File: config.mk
export PLATFORM = sky130hd
export DESIGN_NAME = power_on_init_sequencer
export DESIGN_NICKNAME = d
export VERILOG_FILES = /design/src/common/init_seq_pkg.sv /design/src/design/fuse_mirror_mem.sv /design/src/design/power_on_init_sequencer.sv
export VERILOG_INCLUDE_DIRS = /design/src /design/src/common
export SDC_FILE = /design/constraint.sdc
export NUM_CORES = 1
export LEC_CHECK = 0
export ABC_CLOCK_PERIOD_IN_PS = 2350
export BUFFER_PORTS_ARGS = -buffer_cell sky130_fd_sc_hd__buf_2
export CAP_MARGIN = 30
export CORE_AREA = 3 3 130 132
export DETAILED_ROUTE_END_ITERATION = 6
export DIE_AREA = 0 0 133 135
export PLACE_DENSITY = 0.82
export REMOVE_ABC_BUFFERS = 1
export SYNTH_ARGS = -nofsm -noshare
export SYNTH_HDL_FRONTEND = slang
export SYNTH_HIERARCHICAL = 1
export SYNTH_SLANG_ARGS = --single-unit
File: constraint.sdc
create_clock -name clk_in -period 2.35 [get_ports clk_in]
set_input_delay 0.235 -clock clk_in [delete_from_list [all_inputs] [get_ports clk_in]]
set_output_delay 0.235 -clock clk_in [all_outputs]
set_load 0.01 [all_outputs]
File: src/common/init_seq_regs.svh
// Timing counts and field positions for the power-on initialisation sequencer
`ifndef INIT_SEQ_REGS_SVH
`define INIT_SEQ_REGS_SVH

`define CLK_FREQ_HZ 25000000
`define PHASE1_TIME_US 800
`define PHASE2_TIME_US 3000
`define PHASE2_HPF_TIME_US 200000
`define PHASE1_CYCLES ((`PHASE1_TIME_US * (`CLK_FREQ_HZ / 1000000)))
`define PHASE2_CYCLES ((`PHASE2_TIME_US * (`CLK_FREQ_HZ / 1000000)))
`define PHASE2_HPF_CYCLES ((`PHASE2_HPF_TIME_US * (`CLK_FREQ_HZ / 1000000)))
`define FUSE_DEPTH 16
`define FUSE_ADDR_W 4
`define FUSE_DATA_W 8
`define STATUS_INIT_BIT 0
`define STATUS_RESET_VAL 8'h01
`define NON_ACCEL_WORD 10'h3ff

`endif

File: src/common/init_seq_pkg.sv
// Types shared by the initialisation sequencer
`default_nettype none
package init_seq_pkg;
	typedef enum logic [2:0] {
		ST_RESET = 3'b000,
		ST_FUSE_READ = 3'b001,
		ST_FUSE_OFF = 3'b010,
		ST_PHASE2 = 3'b011,
		ST_NORMAL = 3'b100
	} init_state_t;
endpackage : init_seq_pkg
`default_nettype wire

File: src/design/fuse_mirror_mem.sv
// Mirror register array holding the copied fuse contents
`default_nettype none
`include "init_seq_regs.svh"
module fuse_mirror_mem (
	// Clock
	input wire logic clk_in,
	input wire logic ce_in,
	// Write port
	input wire logic wr_en_in,
	input wire logic [`FUSE_ADDR_W-1:0] wr_addr_in,
	input wire logic [`FUSE_DATA_W-1:0] wr_data_in,
	// Read port
	input wire logic [`FUSE_ADDR_W-1:0] rd_addr_in,
	output logic [`FUSE_DATA_W-1:0] rd_data_out
);
	logic [`FUSE_DATA_W-1:0] mem_ff [`FUSE_DEPTH];

	always_ff @(posedge clk_in) begin
		if (ce_in && wr_en_in) begin
			mem_ff[wr_addr_in] <= wr_data_in;
		end
	end

	always_ff @(posedge clk_in) begin
		if (ce_in) begin
			rd_data_out <= mem_ff[rd_addr_in];
		end
	end
endmodule : fuse_mirror_mem
`default_nettype wire

File: src/design/power_on_init_sequencer.sv
// Power-on reset and two-phase initialisation sequencer
// Operation
// [RULE_01] Hold internal reset until supply and both regulator rails are good, then start init.
// [RULE_02] Run the whole initialisation after every reset of any origin.
// [RULE_03] Phase one reads every fuse word into the mirror registers.
// [RULE_04] After mirroring, switch the fuse array power off.
// [RULE_05] Phase two waits for the reference and also settles the high-pass filter if selected.
// [RULE_06] During phase one SPI transfers are ignored with no response.
// [RULE_07] During phase two SPI register reads and writes work normally.
// [RULE_08] An acceleration request in phase two returns a non-acceleration word.
// [RULE_09] Phase one ends about 800 us after reset release.
// [RULE_10] Phase two lasts about 3 ms, or about 200 ms with high-pass select set.
// [RULE_11] The init-in-progress flag is set at reset and clears when phase two ends.
// [RULE_12] The host polls the flag and trusts acceleration data only once it is clear.
// [RULE_13] Normal mode is entered when powered and the programming pin is not above supply.
`default_nettype none
`include "init_seq_regs.svh"
module power_on_init_sequencer
	import init_seq_pkg::*;
#(
	parameter int unsigned PHASE1_CNT = `PHASE1_CYCLES,
	parameter int unsigned PHASE2_CNT = `PHASE2_CYCLES,
	parameter int unsigned PHASE2_HPF_CNT = `PHASE2_HPF_CYCLES
) (
	// Clock and reset
	input wire logic clk_in,
	input wire logic srst_in,
	input wire logic ce_in,
	// Voltage comparators and mode pin (asynchronous)
	input wire logic main_supply_good_in,
	input wire logic digital_rail_good_in,
	input wire logic analog_regulator_rail_good_in,
	input wire logic program_voltage_high_in,
	// Filter configuration
	input wire logic highpass_select_in,
	// Fuse array
	output logic fuse_power_out,
	output logic fuse_rd_en_out,
	output logic [`FUSE_ADDR_W-1:0] fuse_addr_out,
	input wire logic [`FUSE_DATA_W-1:0] fuse_data_in,
	// Mirror read-back
	input wire logic [`FUSE_ADDR_W-1:0] mirror_addr_in,
	output logic [`FUSE_DATA_W-1:0] mirror_data_out,
	// SPI gating
	input wire logic spi_req_in,
	input wire logic spi_accel_req_in,
	output logic spi_respond_out,
	output logic accel_block_out,
	output logic [9:0] accel_word_out,
	input wire logic [9:0] accel_data_in,
	// Status
	output logic [7:0] device_status_reg_out,
	output logic init_in_progress_out,
	output logic internal_reset_out,
	output logic hpf_init_out,
	output logic normal_mode_out,
	output logic [2:0] state_out
);
	//----------------------------------------
	// Pin synchronisers
	//----------------------------------------
	logic [3:0] pins_meta_ff;
	logic [3:0] pins_sync_ff;
	always_ff @(posedge clk_in) begin
		if (srst_in) begin
			pins_meta_ff <= 4'h0;
			pins_sync_ff <= 4'h0;
		end else if (ce_in) begin
			pins_meta_ff <= {program_voltage_high_in, analog_regulator_rail_good_in,
				digital_rail_good_in, main_supply_good_in};
			pins_sync_ff <= pins_meta_ff;
		end
	end

	logic power_good;
	// Filter-free AND of synchronised levels; a rail dropping re-enters reset
	assign power_good = &pins_sync_ff[2:0]; // see [RULE_01]

	//----------------------------------------
	// Sequencer
	//----------------------------------------
	init_state_t state_ff;
	init_state_t nxt_state;
	logic [23:0] cnt_ff;
	logic [`FUSE_ADDR_W-1:0] fuse_idx_ff;
	logic fuse_pend_ff;
	logic hpf_ff;
	logic [23:0] p2_limit;

	assign p2_limit = hpf_ff ? 24'(PHASE2_HPF_CNT - 1) : 24'(PHASE2_CNT - 1); // see [RULE_10]

	always_comb begin
		nxt_state = state_ff;
		unique case (state_ff)
			ST_RESET: begin
				if (power_good) begin
					nxt_state = ST_FUSE_READ; // see [RULE_01]
				end
			end
			ST_FUSE_READ: begin
				if (fuse_pend_ff && fuse_idx_ff == `FUSE_ADDR_W'(`FUSE_DEPTH - 1)) begin
					nxt_state = ST_FUSE_OFF;
				end
			end
			ST_FUSE_OFF: begin
				if (cnt_ff >= 24'(PHASE1_CNT - 1)) begin
					nxt_state = ST_PHASE2; // see [RULE_09]
				end
			end
			ST_PHASE2: begin
				if (cnt_ff >= p2_limit) begin
					nxt_state = ST_NORMAL;
				end
			end
			ST_NORMAL: begin
				nxt_state = ST_NORMAL;
			end
			default: begin
				nxt_state = ST_RESET;
			end
		endcase
		// Any loss of a rail restarts the whole sequence
		if (!power_good) begin
			nxt_state = ST_RESET; // see [RULE_02]
		end
	end

	always_ff @(posedge clk_in) begin
		if (srst_in) begin
			state_ff <= ST_RESET; // see [RULE_02]
		end else if (ce_in) begin
			state_ff <= nxt_state;
		end
	end

	// Phase timer counts from reset release through phase one, restarts at phase two
	always_ff @(posedge clk_in) begin
		if (srst_in) begin
			cnt_ff <= 24'h000000;
		end else if (ce_in) begin
			if (nxt_state != state_ff && nxt_state inside {ST_PHASE2, ST_RESET}) begin
				cnt_ff <= 24'h000000;
			end else if (state_ff != ST_RESET && state_ff != ST_NORMAL) begin
				cnt_ff <= cnt_ff + 24'h000001;
			end
		end
	end

	// Fuse walk: address issued, data captured one cycle later
	always_ff @(posedge clk_in) begin
		if (srst_in) begin
			fuse_idx_ff <= `FUSE_ADDR_W'(0);
			fuse_pend_ff <= 1'b0;
		end else if (ce_in) begin
			if (state_ff == ST_FUSE_READ) begin
				fuse_pend_ff <= 1'b1;
				if (fuse_pend_ff) begin
					fuse_idx_ff <= fuse_idx_ff + `FUSE_ADDR_W'(1); // see [RULE_03]
				end
			end else begin
				fuse_idx_ff <= `FUSE_ADDR_W'(0);
				fuse_pend_ff <= 1'b0;
			end
		end
	end

	logic [`FUSE_ADDR_W-1:0] fuse_rd_addr;
	assign fuse_rd_addr = fuse_pend_ff ? fuse_idx_ff + `FUSE_ADDR_W'(1) : fuse_idx_ff;

	fuse_mirror_mem u_mirror (
		.clk_in(clk_in),
		.ce_in(ce_in),
		.wr_en_in(state_ff == ST_FUSE_READ && fuse_pend_ff), // see [RULE_03]
		.wr_addr_in(fuse_idx_ff),
		.wr_data_in(fuse_data_in),
		.rd_addr_in(mirror_addr_in),
		.rd_data_out(mirror_data_out)
	);

	// High-pass select latched on entry to phase two so the duration is stable
	always_ff @(posedge clk_in) begin
		if (srst_in) begin
			hpf_ff <= 1'b0;
		end else if (ce_in && state_ff == ST_FUSE_OFF) begin
			hpf_ff <= highpass_select_in; // see [RULE_05]
		end
	end

	//----------------------------------------
	// Outputs
	//----------------------------------------
	always_ff @(posedge clk_in) begin
		if (srst_in) begin
			fuse_power_out <= 1'b0;
			fuse_rd_en_out <= 1'b0;
			fuse_addr_out <= `FUSE_ADDR_W'(0);
		end else if (ce_in) begin
			fuse_power_out <= (nxt_state == ST_FUSE_READ); // see [RULE_04]
			fuse_rd_en_out <= (nxt_state == ST_FUSE_READ);
			fuse_addr_out <= (nxt_state == ST_FUSE_READ) ? fuse_rd_addr : `FUSE_ADDR_W'(0);
		end
	end

	logic in_phase1;
	logic in_phase2;
	assign in_phase1 = state_ff inside {ST_RESET, ST_FUSE_READ, ST_FUSE_OFF};
	assign in_phase2 = (state_ff == ST_PHASE2);

	// SPI answered outside phase one only
	assign spi_respond_out = spi_req_in && !in_phase1; // see [RULE_06] see [RULE_07]
	assign accel_block_out = !normal_mode_out; // see [RULE_08]

	always_ff @(posedge clk_in) begin
		if (srst_in) begin
			accel_word_out <= `NON_ACCEL_WORD;
		end else if (ce_in && spi_accel_req_in) begin
			accel_word_out <= in_phase2 ? `NON_ACCEL_WORD : accel_data_in; // see [RULE_08]
		end
	end

	always_ff @(posedge clk_in) begin
		if (srst_in) begin
			device_status_reg_out <= `STATUS_RESET_VAL; // see [RULE_11]
			init_in_progress_out <= 1'b1;
			normal_mode_out <= 1'b0;
			hpf_init_out <= 1'b0;
		end else if (ce_in) begin
			device_status_reg_out <= 8'h00;
			device_status_reg_out[`STATUS_INIT_BIT] <= (nxt_state != ST_NORMAL); // see [RULE_11]
			init_in_progress_out <= (nxt_state != ST_NORMAL);
			normal_mode_out <= (nxt_state == ST_NORMAL) && !pins_sync_ff[3]; // see [RULE_13]
			hpf_init_out <= (nxt_state == ST_PHASE2) && (state_ff == ST_PHASE2 ? hpf_ff
				: highpass_select_in); // see [RULE_05]
		end
	end

	assign internal_reset_out = (state_ff == ST_RESET); // see [RULE_01]
	assign state_out = state_ff;
endmodule : power_on_init_sequencer
`default_nettype wire

==> out/results.ini, run 1 <==
[cts]
h-tree-depth=4
ctsHoldBuffers=0
clock_latency_ns=0.43
clk_pin_slew_worst_paths_ns=0.07
root_buffer=clkbuf_16
clockBufferDepth=2
cts_tree=done
numClockSinks=195
cts_inserted_buffers=17

[placement]
gp_congestion=0.942
io_buffers=65
hpwl_um=11900

[floorplan]
die-height_um=135
core-area_um2=15800
die_w_um=133
dieArea_um2=18000
pin_count=73
placementRows=46
initial_utilization_pct=53.5

[synth]
yosys.cell_types.count=64
async_reset_ff_share_pct=0
synth_area_leaders=edfxtp_1, dfxtp_1, mux4_2
yosysMostFrequentCell=edfxtp_1
synth_commonest_cells=edfxtp_1, dfxtp_1, nor2_1
syn_inst=594
synth_edf_count=136
synth-xor-area-share_pct=2.79
ys.flop_type=edfxtp_1
synth_top_cell_by_area=edfxtp_1
syn_area_um2=8460
ys_ff_latch=195
synthMuxAreaShare_pct=10.6
seq_area_frac_synth_pct=62.2
yosys_warnings=6
syn_area_per_cell_um2=14.2
yosys.area_share.adder_pct=2.22
synth.top_cell.area_share_pct=48.2
synth_top_family_by_area=simple AND/OR/NAND/NOR gates
synth-simple-area-share_pct=12.7
synth-compound-area-share_pct=6.40

[run_status]
violations=setup timing
status=finished, violations left

[sta]
fin_skew_ns=0.0102
grt_setup_unrepaired=true
worst_pin_slew_ns=0.694
maxSlewViolCount=0
post-route-period-util_pct=111
fin_crit_ns=2.61
setup_slack_ns=-0.257
worst_hold_slack_ns=0.0375
finalHoldViolCount=0
setup_violations=29
clock.fmax_ghz=0.384
slew_headroom_pct=53.6
setup_tns_ns=-6.16

[grt]
antenna_found_initial=0
busiest_layer=met2
use_met2_pct=35.0
grt_pass1_wl_um=28500
grtUsageTotal_pct=20.6
gr-total-overflow=0
grt_util_met3_pct=4.58
grt_max_degree=32
grt_pass1_vias=5442
grtUsageMet1_pct=26.5

[cells_and_area]
final_core_utilization_pct=63.1
drive_above_1_share_pct=29.1
antenna_cells=0
num-nets-final=754
synthToLayoutAreaGrowth_pct=18.0

[pwr]
leakage_nw=3.62
switching_share_pct=22.3
vdd_drop_max_mv=0.687
cellInternalPower_mw=5.34
power.total_mw=6.88
power_frac_comb_pct=4.7
clkPwrFrac_pct=41.4
powerDensity_nw_per_um2=689
switchingPower_mw=1.54
power_frac_seq_pct=53.9

[setup_path]
critPathTopFamily=compound AO/OA/AOI/OAI gates
critPathLaunchType=flop
critPathSlowestCell=or4_4
regToRegSetupSlack_ns=-0.26
reg2reg_depth=9
worstPathRequired_ns=2.65
timing.rr.end=cnt_ff[20]$_SDFFE_PP0P_
path_depth=9
setup.worst_path.class=reg2reg
arrival_ns=2.91
critPathMaxStageDelay_ns=0.55
path_max_fanout=6
regToRegStartpoint=hpf_ff$_SDFFE_PP0P_
crit_path_end_kind=flop
path_cells=ha_1 -> a21o_1 -> a211oi_2 -> o22ai_1 -> or4_4 -> a221oi_4 -> buf_6 -> clkbuf_16 -> nor3_2
crit_buf_inv=2

[worst_hold_path]
min_to=pins_meta_ff[2]$_SDFFE_PP0P_
hold_path_class=in2reg
min_from=analog_regulator_rail_good_in
hold_depth=3

[route]
vias=5389
drt_iter0_markers=404
via_per_inst=5.76
wl_um=17900
first_pass_iters=5
ant_nets=0
wl_per_cell_um=19.2
drcViolationCount=0

[run]
max_cap_violations=0

per-layer routing:
layer  up-vias  wire length (um)
met5         -                 0
met4         0               288
met3        31              1160
met2       214              9040
met1      2645              7460
li1       2499                 -
timing repair:
action,4_1_cts,5_1_grt
buffers inserted,2,0
gates resized for setup,6,6
pin swaps,2,3
endpoints found under the setup margin,33,32
gates cloned,1,1
logic make-up after synthesis:
kind of cell / Yosys count
AOI/OAI and AO/OA: 73
xor gates and xnor gates: 27
adders and majority gates: 15
buffers and inverters: 43
DFF: 195
muxes: 44
other: 1
and+or+nand+nor: 196
metrics by stage:
stage	cell area (um^2)	setup WS, ns	std cells
2_1_floorplan	8250	-0.713	565
3_3_place_gp	9290	-0.177	900
3_5_place_dp	9290	-0.291	900
4_1_cts	9930	-0.219	934
5_1_grt	9990	-0.345	935
6_report	9990	-0.257	935
cell type report:
cell class / instances / area (um^2)
Clock buffer: 17 / 425
Clock inverter: 14 / 161
Fill cell: 1084 / 5840
Inverter: 8 / 32.5
Multi-Input combinational cell: 362 / 2990
Sequential cell: 195 / 5270
Tap cell: 216 / 270
Timing Repair Buffer: 123 / 843
power groups by stage:
| stage | sequential, mW | combinational (mW) | clock [mW] |
|---|---|---|---|
| after global routing | 3.71 | 0.354 | 3.04 |
| after floorplan | 3.80 | 0.121 | 0 |
| final | 3.70 | 0.326 | 2.85 |
| after CTS | 3.71 | 0.324 | 2.89 |
| after global placement | 3.78 | 0.301 | 0 |
| after detailed placement | 3.78 | 0.315 | 0 |
worst max-delay path by stage:
stage,from,end,slack [ns]
after global routing,hpf_ff$_SDFFE_PP0P_,cnt_ff[14]$_SDFFE_PP0P_,-0.34
after global placement,hpf_ff$_SDFFE_PP0P_,cnt_ff[1]$_SDFFE_PP0P_,-0.18
after CTS,hpf_ff$_SDFFE_PP0P_,cnt_ff[1]$_SDFFE_PP0P_,-0.22
final,hpf_ff$_SDFFE_PP0P_,cnt_ff[20]$_SDFFE_PP0P_,-0.26
after detailed placement,hpf_ff$_SDFFE_PP0P_,cnt_ff[1]$_SDFFE_PP0P_,-0.29
after floorplan,hpf_ff$_SDFFE_PP0P_,cnt_ff[0]$_SDFFE_PP0P_,-0.71
placed cells by master (no fill, tap or decap), types with 12 or more instances in the layout:
cell type	synthesis	routed
a22oi_1	18	18
buf_2	6	65
buf_4	10	51
clkbuf_16	0	18
dfxtp_1	59	58
edfxtp_1	136	136
ha_1	15	12
mux4_1	14	14
mux4_2	18	18
nand2_1	32	32
nand3_1	14	14
nor2_1	56	56
nor3_1	30	30
nor3_2	20	20
o21ai_0	14	14
xnor2_1	19	19
sequential cells by signal, indices dropped and copies added, names as in the netlist:
signal,count
hpf_init_out,1
state_out,3
cnt_ff,24
hpf_ff,1
fuse_pend_ff,1
u_mirror/mem_ff,128
init_in_progress_out,1
fuse_addr_out,4
pins_meta_ff,4
fuse_rd_en_out,1
normal_mode_out,1
u_mirror/rd_data_out,8
pins_sync_ff,4
fuse_idx_ff,4
accel_word_out,10
worst register-to-register path: stages (launching register included):
cell	delay, ns
dfxtp_4	0.37
ha_1	0.32
a21o_1	0.20
a211oi_2	0.24
o22ai_1	0.13
or4_4	0.55
a221oi_4	0.29
buf_6	0.18
clkbuf_16	0.16
nor3_2	0.04
Power figures use the tool's default switching activity.
==> run 2: changes to the inputs <==
--- a/config.mk
+++ b/config.mk
@@ -6,14 +6,15 @@
 export SDC_FILE = /design/constraint.sdc
 export NUM_CORES = 1
 export LEC_CHECK = 0
-export ABC_CLOCK_PERIOD_IN_PS = 2350
+export ABC_CLOCK_PERIOD_IN_PS = 2900
 export BUFFER_PORTS_ARGS = -buffer_cell sky130_fd_sc_hd__buf_2
 export CAP_MARGIN = 30
-export CORE_AREA = 3 3 130 132
+export CORE_AREA = 3 3 129 131
 export DETAILED_ROUTE_END_ITERATION = 6
-export DIE_AREA = 0 0 133 135
-export PLACE_DENSITY = 0.82
+export DIE_AREA = 0 0 132 134
+export PLACE_DENSITY = 0.8
 export REMOVE_ABC_BUFFERS = 1
+export SKIP_LAST_GASP = 1
 export SYNTH_ARGS = -nofsm -noshare
 export SYNTH_HDL_FRONTEND = slang
 export SYNTH_HIERARCHICAL = 1
==> constraint.sdc (replaced) <==
create_clock -name clk_in -period 2.9 [get_ports clk_in]
set_input_delay 0.29 -clock clk_in [delete_from_list [all_inputs] [get_ports clk_in]]
set_output_delay 0.29 -clock clk_in [all_outputs]
set_load 0.01 [all_outputs]
==> run 2 against run 1 <==
The flow now finishes without violations. Non-clock buffer count decreased by 29. Final cell count decreased by 3.1%. Critical path depth unchanged. Sequential power decreased by 19%. Global-route usage decreased by 0.13 points. Design area decreased by 3.1%. Flip-flop and latch count unchanged. Worst hold slack improved by 0.066 ns. Combinational power decreased by 24%.
==> out/results.ini, run 2 (synthesized netlist as in run 1, its figures left out) <==
[run_status]
status=completed

[cts]
root_buffer=clkbuf_16
h-tree-depth=4  ; unchanged
clockBufferDepth=2  ; unchanged
postCtsSetupBuffers=0  ; -2
clk_pin_slew_worst_paths_ns=0.07  ; about the same
clock_latency_ns=0.43  ; about the same
ctsHoldBuffers=0  ; unchanged
cts_tree=done
cts_inserted_buffers=17  ; unchanged
cts_resized=0  ; -6
numClockSinks=195  ; unchanged

[cells_and_area]
instances_no_fill=906  ; -3.1%
final_common_cell=edfxtp_1
num-nets-final=725  ; -3.8%
synthToLayoutAreaGrowth_pct=14.4
top_register=u_mirror/mem_ff
final_core_utilization_pct=61.6  ; -1.5 points
largest_reg_flops=128  ; unchanged
drive_above_1_share_pct=25.1  ; -4.0 points
largestRegisters=u_mirror/mem_ff (128), cnt_ff (24), accel_word_out (10)
final_cell_mix=edfxtp_1, buf_2, dfxtp_1
antenna_cells=0  ; unchanged

[route]
wl_per_cell_um=19.0  ; -0.99%
wl_um=17200  ; -4.1%
drt_iter0_markers=401  ; -0.74%
ant_nets=0  ; unchanged
via_per_inst=5.86  ; +1.7%
drcViolationCount=0  ; unchanged
first_pass_iters=4  ; -1
vias=5309  ; -1.5%

[setup_path]
worstPathRequired_ns=3.20  ; +0.55 ns
timing.rr.end=cnt_ff[21]$_SDFFE_PP0P_
critPathSlowestCell=or4_4
crit_path_end_kind=flop
path_cells=inv_1 -> ha_1 -> and4bb_2 -> nand3_1 -> o22ai_1 -> or4_4 -> a221oi_4 -> buf_12 -> nor3_2
critPathLaunchType=flop
regToRegSetupSlack_ns=0.10  ; +0.36 ns
critPathMaxStageDelay_ns=0.57  ; +0.02 ns
path_max_fanout=24  ; +18
setup.worst_path.class=reg2reg
reg2reg_depth=9  ; unchanged
regToRegStartpoint=hpf_ff$_SDFFE_PP0P_
arrival_ns=3.09  ; +0.18 ns

[pwr]
leakage_nw=3.44  ; -4.8%
powerDensity_nw_per_um2=578  ; -16%
vdd_drop_max_mv=0.422  ; -39%
power.total_mw=5.60  ; -19%

[grt]
gr-total-overflow=0  ; unchanged
grt_max_degree=28  ; -13%
grtUsageTotal_pct=20.5  ; -0.13 points
grt_pass1_vias=5443  ; +0.018%
grt_pass1_wl_um=28300  ; -0.58%
antenna_found_initial=0  ; unchanged

[floorplan]
placementRows=46  ; unchanged
core-area_um2=15700  ; -0.73%
die_w_um=132  ; -0.75%
pin_count=73  ; unchanged
dieArea_um2=17700  ; -1.5%
initial_utilization_pct=53.9  ; +0.39 points
die-height_um=134  ; -0.74%

[sta]
worst_pin_slew_ns=0.741  ; +0.0462 ns
maxSlewViolCount=0  ; unchanged
grt_setup_unrepaired=false
clock.fmax_ghz=0.358  ; -6.8%
setup_violations=0  ; -100%
fin_skew_ns=0.0112  ; +0.000981 ns
slew_headroom_pct=50.5  ; -3.1 points
finalHoldViolCount=0  ; unchanged
worst_hold_slack_ns=0.104  ; +0.0664 ns
post-route-period-util_pct=96.4  ; -15 points
setup_slack_ns=0.104  ; +0.361 ns
fin_crit_ns=2.80  ; +0.189 ns

[placement]
dp_slack_ns=0.168  ; +0.458 ns
dp_cells=875  ; -2.8%
hpwl_um=11500  ; -3.6%
gp_congestion=0.842  ; -11%
io_buffers=65  ; unchanged

[worst_hold_path]
hold_depth=3  ; unchanged
min_to=pins_meta_ff[0]$_SDFFE_PP0P_
hold_path_class=in2reg
min_from=main_supply_good_in

[run]
max_cap_violations=0  ; unchanged

run 2: final cells by class:
| cell class | count | area (um^2) |
|---|---|---|
| sequential | 195 | 5270 |
| tap | 216 | 270 |
| clock buffer | 17 | 425 |
| timing repair buffer | 94 | 568 |
| inverter | 8 | 30.0 |
| clock inverter | 14 | 164 |
| fill | 1182 | 6030 |
| multi-input combinational | 362 | 2960 |
run 2: report_power, final:
| group | switching [mW] | total, mW | internal [mW] | leakage (nW) |
|---|---|---|---|---|
| sequential | 0.0118 | 3.01 | 2.99 | 1.71 |
| combinational | 0.149 | 0.247 | 0.0978 | 1.45 |
| clock | 1.05 | 2.34 | 1.30 | 0.287 |
run 2: worst max-delay path by stage:
stage | from | endpoint | slack [ns] | cells after the start
floorplan | hpf_ff$_SDFFE_PP0P_ | cnt_ff[0]$_SDFFE_PP0P_ | -0.16 | 8
global placement | hpf_ff$_SDFFE_PP0P_ | cnt_ff[21]$_SDFFE_PP0P_ | 0.32 | 9
detailed placement | hpf_ff$_SDFFE_PP0P_ | cnt_ff[2]$_SDFFE_PP0P_ | 0.17 | 9
CTS | hpf_ff$_SDFFE_PP0P_ | cnt_ff[1]$_SDFFE_PP0P_ | 0.16 | 9
global route | hpf_ff$_SDFFE_PP0P_ | cnt_ff[3]$_SDFFE_PP0P_ | 0.03 | 9
finish | hpf_ff$_SDFFE_PP0P_ | cnt_ff[21]$_SDFFE_PP0P_ | 0.10 | 9
run 2: per-layer routing:
metal,vias to the layer above,GRT usage (%),share of wire [%]
li1,2446,-,-
met1,2608,26.0,41
met2,227,34.4,49
met3,28,4.39,7.0
met4,0,8.58,2.2
met5,-,0,0
run 2: worst max-delay path: cells and delay by family, from the launching register on:
| kind | cells | cell delay (ns) |
|---|---|---|
| simple gates | 4 | 0.99 |
| compound gates | 2 | 0.46 |
| buf+inv | 2 | 0.42 |
| flops | 1 | 0.42 |
| fa+ha+maj | 1 | 0.36 |
run 2: through the flow:
stage | setup TNS [ns] | instance area [um^2]
final | 0 | 9680
after global routing | 0 | 9680
after CTS | 0 | 9680
after detailed placement | 0 | 9090
after global placement | 0 | 9090
after floorplan | -3.38 | 8250
